`config.mk`:
```
export PLATFORM = sky130hd
export DESIGN_NAME = srlc_top
export DESIGN_NICKNAME = d
export VERILOG_FILES = /design/src/logic/srlc_pkg.sv /design/src/logic/srlc_sync2.sv /design/src/logic/srlc_clkdiv.sv /design/src/logic/srlc_top.sv
export SDC_FILE = /design/constraint.sdc
export NUM_CORES = 1
export LEC_CHECK = 0
export BUFFER_PORTS_ARGS = -buffer_cell sky130_fd_sc_hd__buf_2
export CORE_MARGIN = 5
export CORE_UTILIZATION = 56
export CTS_CLUSTER_SIZE = 12
export DETAILED_ROUTE_END_ITERATION = 8
export PLACE_DENSITY = 0.91
export SYNTH_ARGS = -nofsm -noshare
export SYNTH_HDL_FRONTEND = slang
export SYNTH_HIERARCHICAL = 1
export SYNTH_SLANG_ARGS = --single-unit
```
`constraint.sdc`:
```
create_clock -name core_clk -period 2.7 [get_ports core_clk]
set_clock_uncertainty 0.05 [all_clocks]
set_input_delay 0.54 -clock core_clk [delete_from_list [all_inputs] [get_ports core_clk]]
set_output_delay 0.54 -clock core_clk [all_outputs]
set_load 0.02 [all_outputs]
```
`src/logic/srlc_pkg.sv`:
```
// Package of the serial receive link control block.
// Assumes a single core clock at 40 MHz and APB register access.
package srlc_pkg;

  localparam int          ADDR_W          = 12;
  localparam logic [11:0] OFS_CTRL        = 12'h000;
  localparam logic [11:0] OFS_STATUS      = 12'h004;
  localparam logic [11:0] OFS_IRQ_STAT    = 12'h008;
  localparam logic [11:0] OFS_IRQ_EN      = 12'h00C;
  localparam logic [11:0] OFS_IRQ_CLR     = 12'h010;
  localparam logic [11:0] OFS_FRAME       = 12'h014;

  // Control register fields
  localparam int CTRL_WIDE     = 0;
  localparam int CTRL_TEST_CLOCK_IN_SEL = 1;
  localparam int CTRL_SW_RST   = 2;

  // Interrupt event bits
  localparam int IRQ_W          = 3;
  localparam int EV_LINK_UP     = 0;
  localparam int EV_LINK_DOWN   = 1;
  localparam int EV_FRAME_ERR   = 2;

  localparam int DATA_W_WIDE   = 20;
  localparam int DATA_W_NARROW = 16;

  // Frame clock divider and start-up dwell
  localparam int FRAME_DIV_DEF  = 4;
  localparam int FILL_DWELL_DEF = 8;
  localparam int CORE_CLK_MHZ   = 40;

  // Start-up states; bit0 drives tx_startup_ctrl_a / freq_detect_disable,
  // bit1 drives the fill control / link-active line
  typedef enum logic [1:0] {
    SRLC_ST_FILL0  = 2'b00,
    SRLC_ST_FILL1  = 2'b01,
    SRLC_ST_SYNC   = 2'b10,
    SRLC_ST_ACTIVE = 2'b11
  } srlc_state_e;

  localparam logic [31:0] RD_ZERO = 32'h0000_0000;

endpackage : srlc_pkg

```
`src/logic/srlc_sync2.sv`:
```
// Two flip-flop synchroniser for a bus of asynchronous levels.
// Assumes the destination clock is core_clk.
`timescale 1ns/100ps
`default_nettype none
module srlc_sync2 #(
  parameter int          W        = 1,
  parameter logic [31:0] RST_VAL  = 32'h0000_0000
) (
  input  wire logic         core_clk,
  input  wire logic         srst,
  input  wire logic [W-1:0] async_in,
  output logic      [W-1:0] sync_out
);
  logic [W-1:0] meta_ff;

  always_ff @(posedge core_clk) begin
    if (srst) begin
      meta_ff  <= RST_VAL[W-1:0];
      sync_out <= RST_VAL[W-1:0];
    end else begin
      meta_ff  <= async_in;
      sync_out <= meta_ff;
    end
  end
endmodule : srlc_sync2
`default_nettype wire

```
`src/logic/srlc_clkdiv.sv`:
```
// Frame-rate enable divider: one-cycle pulse every DIV clocks.
// Assumes a free running core_clk.
`timescale 1ns/100ps
`default_nettype none
module srlc_clkdiv #(
  parameter int DIV = 4
) (
  input  wire logic core_clk,
  input  wire logic srst,
  input  wire logic restart,
  output logic      tick
);
  localparam int CW = $clog2(DIV + 1);
  localparam logic [CW-1:0] LAST = CW'(DIV - 1);

  logic [CW-1:0] cnt_ff;

  always_ff @(posedge core_clk) begin
    if (srst || restart) begin
      cnt_ff <= '0;
      tick   <= 1'b0;
    end else begin
      tick   <= (cnt_ff == LAST);
      cnt_ff <= (cnt_ff == LAST) ? '0 : cnt_ff + 1'b1;
    end
  end
endmodule : srlc_clkdiv
`default_nettype wire

```
`src/logic/srlc_top.sv`:
```
// Control and status logic of a serial link receiver: width select,
// start-up state machine, state outputs, frame strobe, test clock select.
// Assumes pins are asynchronous to core_clk and APB runs on core_clk.
`timescale 1ns/100ps
`default_nettype none
module srlc_top
  import srlc_pkg::*;
#(
  parameter int FRAME_DIV  = FRAME_DIV_DEF,
  parameter int FILL_DWELL = FILL_DWELL_DEF
) (
  input  wire logic        core_clk,
  input  wire logic        srst,
  // APB slave
  input  wire logic        psel,
  input  wire logic        penable,
  input  wire logic        pwrite,
  input  wire logic [11:0] paddr,
  input  wire logic [31:0] pwdata,
  output logic      [31:0] prdata,
  output logic             pready,
  output logic             pslverr,
  // Pins
  input  wire logic        primary_fsm_reset_n,
  input  wire logic        lock_hold_reset_n,
  input  wire logic        wide_word_select,
  input  wire logic        test_clock_select,
  input  wire logic        test_clock_in,
  input  wire logic        link_active_in,
  input  wire logic [19:0] rx_word,
  input  wire logic        rx_data_valid_n,
  input  wire logic        rx_control_valid_n,
  input  wire logic        rx_error,
  input  wire logic        rx_fill_is_one,
  // Outputs
  output logic             fsm_state_bit0,
  output logic             fsm_state_bit1,
  output logic             recovered_frame_clock,
  output logic             freq_detect_disable,
  output logic             pll_restart,
  output logic             link_ready_n,
  output logic      [19:0] data_out,
  output logic             data_valid_n,
  output logic             control_valid_n,
  output logic             frame_error,
  output logic             fill_frame_status,
  output logic             irq
);

  // Synchronised pins
  logic [9:0] pin_s;
  srlc_sync2 #(.W(10), .RST_VAL(32'h0000_00C7)) u_sync (
    .core_clk (core_clk),
    .srst     (srst),
    .async_in ({rx_fill_is_one, rx_error, rx_control_valid_n, rx_data_valid_n,
                link_active_in, test_clock_in, test_clock_select, wide_word_select,
                lock_hold_reset_n, primary_fsm_reset_n}),
    .sync_out (pin_s)
  );
  wire rst0_n_s   = pin_s[0];
  wire rst1_n_s   = pin_s[1];
  wire wide_s     = pin_s[2];
  wire tsel_s     = pin_s[3];
  wire test_clock_in_s     = pin_s[4];
  wire active_s   = pin_s[5];
  wire dav_n_s    = pin_s[6];
  wire cav_n_s    = pin_s[7];
  wire err_s      = pin_s[8];
  wire fill1_s    = pin_s[9];

  logic [19:0] word_s1_ff;
  logic [19:0] word_s2_ff;
  always_ff @(posedge core_clk) begin
    if (srst) begin
      word_s1_ff <= '0;
      word_s2_ff <= '0;
    end else begin
      word_s1_ff <= rx_word;
      word_s2_ff <= word_s1_ff;
    end
  end

  // Registers
  logic [31:0]      ctrl_ff;
  logic [IRQ_W-1:0] irq_stat_ff;
  logic [IRQ_W-1:0] irq_en_ff;
  logic [15:0]      frame_cnt_ff;

  wire wide_mode  = wide_s | ctrl_ff[CTRL_WIDE];
  wire test_clock_in_mode  = tsel_s | ctrl_ff[CTRL_TEST_CLOCK_IN_SEL];
  wire fsm_rst    = ~rst0_n_s | ctrl_ff[CTRL_SW_RST];

  // Frame strobe: internal divider or the test clock
  logic vco_tick;
  logic test_clock_in_d_ff;
  srlc_clkdiv #(.DIV(FRAME_DIV)) u_div (
    .core_clk (core_clk),
    .srst     (srst),
    .restart  (fsm_rst),
    .tick     (vco_tick)
  );
  wire test_clock_in_rise  = test_clock_in_s & ~test_clock_in_d_ff;
  wire frame_tick = test_clock_in_mode ? test_clock_in_rise : vco_tick;

  // Start-up state machine
  srlc_state_e state_ff;
  srlc_state_e nxt_state;
  logic [7:0]  dwell_ff;
  localparam logic [7:0] DWELL_LAST = 8'(FILL_DWELL - 1);
  wire dwell_done = (dwell_ff == DWELL_LAST);
  wire hold_rst   = fsm_rst | ~rst1_n_s;

  always_comb begin
    nxt_state = state_ff;
    case (state_ff)
      SRLC_ST_FILL0: begin
        if (frame_tick && dwell_done) begin
          nxt_state = SRLC_ST_FILL1;
        end
      end
      SRLC_ST_FILL1: begin
        if (frame_tick && dwell_done) begin
          nxt_state = SRLC_ST_SYNC;
        end
      end
      SRLC_ST_SYNC: begin
        if (frame_tick && dwell_done && !err_s) begin
          nxt_state = SRLC_ST_ACTIVE;
        end
      end
      SRLC_ST_ACTIVE: begin
        nxt_state = SRLC_ST_ACTIVE;
      end
      default: begin
        nxt_state = SRLC_ST_FILL0;
      end
    endcase
    if (hold_rst) begin
      nxt_state = SRLC_ST_FILL0;
    end
  end

  wire state_chg = (nxt_state != state_ff);

  always_ff @(posedge core_clk) begin
    if (srst) begin
      state_ff  <= SRLC_ST_FILL0;
      dwell_ff  <= '0;
      test_clock_in_d_ff <= 1'b0;
    end else begin
      state_ff  <= nxt_state;
      test_clock_in_d_ff <= test_clock_in_s;
      if (state_chg || hold_rst) begin
        dwell_ff <= '0;
      end else if (frame_tick && !dwell_done) begin
        dwell_ff <= dwell_ff + 8'h01;
      end
    end
  end

  // Pin outputs and frame-retimed data
  wire [19:0] word_mask = wide_mode ? 20'hFFFFF : 20'h0FFFF;
  wire        is_fill   = dav_n_s & cav_n_s & ~err_s;
  wire        to_active = state_chg && (nxt_state == SRLC_ST_ACTIVE);
  wire        from_act  = state_chg && (state_ff == SRLC_ST_ACTIVE);

  always_ff @(posedge core_clk) begin
    if (srst) begin
      fsm_state_bit0        <= 1'b0;
      fsm_state_bit1        <= 1'b0;
      freq_detect_disable   <= 1'b0;
      pll_restart           <= 1'b1;
      recovered_frame_clock <= 1'b0;
      link_ready_n          <= 1'b1;
      data_out              <= '0;
      data_valid_n          <= 1'b1;
      control_valid_n       <= 1'b1;
      frame_error           <= 1'b0;
      fill_frame_status     <= 1'b0;
    end else begin
      fsm_state_bit0        <= nxt_state[0];
      fsm_state_bit1        <= nxt_state[1];
      freq_detect_disable   <= nxt_state[0];
      pll_restart           <= hold_rst;
      recovered_frame_clock <= frame_tick;
      if (frame_tick) begin
        link_ready_n      <= ~active_s;
        data_out          <= word_s2_ff & word_mask;
        data_valid_n      <= dav_n_s;
        control_valid_n   <= cav_n_s;
        frame_error       <= err_s;
        fill_frame_status <= is_fill & fill1_s;
      end
    end
  end

  // APB slave, zero wait states
  wire acc      = psel & penable;
  wire wr       = acc & pwrite;
  wire hit_ctrl = (paddr == OFS_CTRL);
  wire hit_en   = (paddr == OFS_IRQ_EN);
  wire hit_clr  = (paddr == OFS_IRQ_CLR);
  wire mapped   = hit_ctrl | hit_en | hit_clr | (paddr == OFS_STATUS)
                | (paddr == OFS_IRQ_STAT) | (paddr == OFS_FRAME);

  logic [IRQ_W-1:0] ev;
  always_comb begin
    ev               = '0;
    ev[EV_LINK_UP]   = to_active;
    ev[EV_LINK_DOWN] = from_act;
    ev[EV_FRAME_ERR] = frame_tick & err_s;
  end

  wire [IRQ_W-1:0] clr_bits = (wr && hit_clr) ? pwdata[IRQ_W-1:0] : '0;

  logic [31:0] rd_mux;
  always_comb begin
    case (paddr)
      OFS_CTRL:     rd_mux = ctrl_ff;
      OFS_STATUS:   rd_mux = {24'h000000, 1'b0, link_ready_n, wide_mode, test_clock_in_mode,
                              rst1_n_s, rst0_n_s, state_ff};
      OFS_IRQ_STAT: rd_mux = {29'h00000000, irq_stat_ff};
      OFS_IRQ_EN:   rd_mux = {29'h00000000, irq_en_ff};
      OFS_FRAME:    rd_mux = {16'h0000, frame_cnt_ff};
      default:      rd_mux = RD_ZERO;
    endcase
  end

  always_ff @(posedge core_clk) begin
    if (srst) begin
      ctrl_ff      <= '0;
      irq_en_ff    <= '0;
      irq_stat_ff  <= '0;
      frame_cnt_ff <= '0;
      prdata       <= '0;
      pready       <= 1'b0;
      pslverr      <= 1'b0;
      irq          <= 1'b0;
    end else begin
      if (wr && hit_ctrl) begin
        ctrl_ff <= {29'h00000000, pwdata[2:0]};
      end
      if (wr && hit_en) begin
        irq_en_ff <= pwdata[IRQ_W-1:0];
      end
      irq_stat_ff <= (irq_stat_ff & ~clr_bits) | ev;
      if (frame_tick) begin
        frame_cnt_ff <= frame_cnt_ff + 16'h0001;
      end
      pready  <= psel & ~penable;
      pslverr <= psel & ~penable & ~mapped;
      prdata  <= (psel && !penable && !pwrite) ? rd_mux : prdata;
      irq     <= |(((irq_stat_ff & ~clr_bits) | ev) & irq_en_ff);
    end
  end

endmodule : srlc_top
`default_nettype wire

```
==> results_dict.tcl <==
set metrics [dict create \
    grt_max_degree 66 \
    maxSlewHeadroom 0.568 \
    drv_cap 0 \
    grt_setup_unrepaired "no" \
    post-route-period-util 0.779 \
    cp.required_ns 3.09 \
    hold_class "in2reg" \
    start_util 0.573 \
    status "finished clean" \
    p_leak_nw 2.73 \
    antenna_found_initial 0 \
    rrSetupSlack_ns 0.60 \
    post-place-ws_ns 0.346 \
    fin_ws_ns 0.596 \
    finalHoldViolCount 0 \
    worstHoldStart "primary_fsm_reset_n" \
    dp_hpwl_um 7850 \
    fp.dieArea_mm2 0.0115 \
    dpl_cell_area_mm2 0.00581 \
    cts_resized 0 \
    drive_above_1_share 0.250 \
    power.density_mw_per_mm2 750 \
    areaGrowthSynthToFinish_pct 21.2 \
    grt_usage 0.207 \
    path_class "reg2reg" \
    arrival_ns 2.50 \
    slew_violations 0 \
    hold_slack_ns 0.145 \
    syn_inst 546 \
    drc 0 \
    cts_made_buffers 17 \
    synth-main-ff-cell "dfxtp_1" \
    worstPathMaxFanout 10 \
    die_h_um 107 \
    worstSetupStartpointType "flip-flop" \
    clock_sinks 146 \
    synth_seq_cells 146 \
    drtPass1Iterations 5 \
    ys_seq_area_frac 0.552 \
    vias 4090 \
    gp_congestion 0.802 \
    dp_cells 749 \
    clkLatencyLatePin_ns 0.52 \
    num_antenna_cells 0 \
    worst_slew_pin_slew_ns 0.647 \
    period_needed_ns 2.10 \
    regToRegStartpoint "ctrl_ff[1]$_SDFFE_PP0P_" \
    cts_tree "yes" \
    boundaryPins 144 \
    die_w_um 107 \
    syn_avg_cell_area_um2 9.70 \
    setup_tns_ns 0 \
    fin_cells 781 \
    grt_pass1_wl_um 18900 \
    cp-end-kind "flip-flop" \
    final_nets 722 \
    vias_per_cell 5.24 \
    syn-cell-area_mm2 0.00530 \
    holdPathEnd "u_sync/meta_ff[0]$_SDFF_PP1_" \
    htree_levels 4 \
    cts-root-buf "clkbuf_8" \
    synth_edf_count 0 \
    wl_um 11600 \
    irDropWorstVdd_v 0.000536 \
    setup_violations 0 \
    grt_pass1_vias 4156 \
    antenna_left 0 \
    grt_overflow 0 \
    clk_path_buf_depth 2 \
    wl_per_cell_um 14.8 \
    max_freq_mhz 475 \
    r2r_cells 5 \
    drt_iter0_drc 210 \
    synth_cell_types 54 \
    path_clk_slew_ns 0.06 \
    hold_buffers 0 \
    cts_setup_buffers 0 \
    holdPathStages 2 \
    port-buffer-count 98 \
    reg2reg_to "frame_cnt_ff[15]$_SDFFE_PP0P_" \
    core_mm2 0.00924 \
    async_flop_share 0 \
    yosys_warnings 6 \
    rows 35 \
    design_area_mm2 0.00642 \
]
[power by group]
group          total (mW)  internal [mW]  leakage, nW  switching (mW)
Sequential           2.23           2.21         1.19          0.0187
Clock                2.37           1.43        0.293           0.940
Combinational       0.212         0.0817         1.24           0.131
[metal layers]
metal	vias to the layer above	share of wire	GRT usage
li1	1996	-	-
met1	1908	0.40	0.234
met2	164	0.51	0.368
met3	22	0.081	0.0672
met4	0	0.012	0.0639
met5	-	0	0
[area by class of cell]
class / count / area (µm²)
clock inverters: 15 / 195
clock buffers: 17 / 414
inverters: 7 / 26.3
multi-input cells: 363 / 2160
fillers: 674 / 2820
well taps: 129 / 161
repair buffers: 104 / 538
flip-flops and latches: 146 / 2920
[synth_stat cells, types with 2 or more instances]
library cell	count	area share
dfxtp_1	146	0.55
and4_1	2	0.0033
a222oi_1	3	0.0057
nor2b_1	47	0.055
mux2_2	8	0.017
or3_1	8	0.0094
buf_4	18	0.026
nand2_1	57	0.040
mux2i_1	8	0.015
or2_1	11	0.013
xor2_1	10	0.017
or4_1	3	0.0042
nor2b_2	8	0.013
a21oi_1	34	0.032
a41oi_1	2	0.0033
inv_1	7	0.0050
a22oi_1	13	0.018
nor4_1	2	0.0024
ha_1	4	0.0094
nand3_1	15	0.014
o21ai_0	16	0.015
nand2b_1	2	0.0024
nand4_1	11	0.013
clkbuf_1	18	0.013
buf_2	5	0.0047
buf_1	2	0.0014
and2_1	2	0.0024
nor3b_1	3	0.0042
xnor2_1	4	0.0066
nor2_1	47	0.033
and3_1	7	0.0083
[cells by family after synthesis]
| group | count (synthesis) | share of synthesized area |
|---|---|---|
| adder cells (fa/ha/maj) | 4 | 0.00945 |
| AND/OR/NAND/NOR | 237 | 0.242 |
| AO/OA/AOI/OAI | 76 | 0.0878 |
| XOR/XNOR | 14 | 0.0231 |
| buffers and inverters | 52 | 0.0529 |
| flip-flops | 146 | 0.552 |
| other | 1 | 0.000708 |
| multiplexers | 16 | 0.0321 |
[worst max-delay path: stages (launching register included)]
cell     delay, ns
dfxtp_1       0.34
nor2_1        0.33
mux2_2        0.36
nand4_1       0.36
or3_1         0.46
a21oi_1       0.14
[worst max path at each step]
stage,cells after the start,start,slack [ns],to
3_3_place_gp,7,paddr[9],0.44,prdata[15]$_SDFFE_PP0P_
2_1_floorplan,6,paddr[9],0.69,irq_en_ff[0]$_SDFFE_PP0P_
5_1_grt,5,ctrl_ff[1]$_SDFFE_PP0P_,0.44,frame_cnt_ff[15]$_SDFFE_PP0P_
3_5_place_dp,7,paddr[9],0.35,prdata[13]$_SDFFE_PP0P_
4_1_cts,5,ctrl_ff[1]$_SDFFE_PP0P_,0.62,frame_cnt_ff[15]$_SDFFE_PP0P_
6_report,5,ctrl_ff[1]$_SDFFE_PP0P_,0.60,frame_cnt_ff[15]$_SDFFE_PP0P_
[placed cells by master, fill, tap and decap left out, types with 10 or more instances in the layout]
master / count
nand2_1: 57
o21ai_0: 16
dfxtp_1: 146
conb_1: 16
clkbuf_16: 16
xor2_1: 10
a22oi_1: 13
or2_1: 11
nand3_1: 15
nor2_1: 47
a21oi_1: 34
nand4_1: 11
nor2b_1: 47
buf_2: 97
[state kept, by name, summed over array words and instances (netlist names), 2 cells and up]
register         count
data_out            20
word_s2_ff          20
word_s1_ff          20
prdata              16
frame_cnt_ff        16
irq_stat_ff          3
ctrl_ff              3
irq_en_ff            3
u_sync/sync_out     10
u_sync/meta_ff      10
u_div/cnt_ff         3
dwell_ff             8
state_ff             2
[metrics by stage]
| stage | utilization | power (mW) |
|---|---|---|
| finish | 0.695 | 4.82 |
| global route | 0.695 | 4.98 |
| CTS | 0.695 | 4.84 |
| detailed placement | 0.629 | 2.48 |
| global placement | 0.629 | 2.47 |
| floorplan | - | 2.42 |
Power figures use the tool's default switching activity.
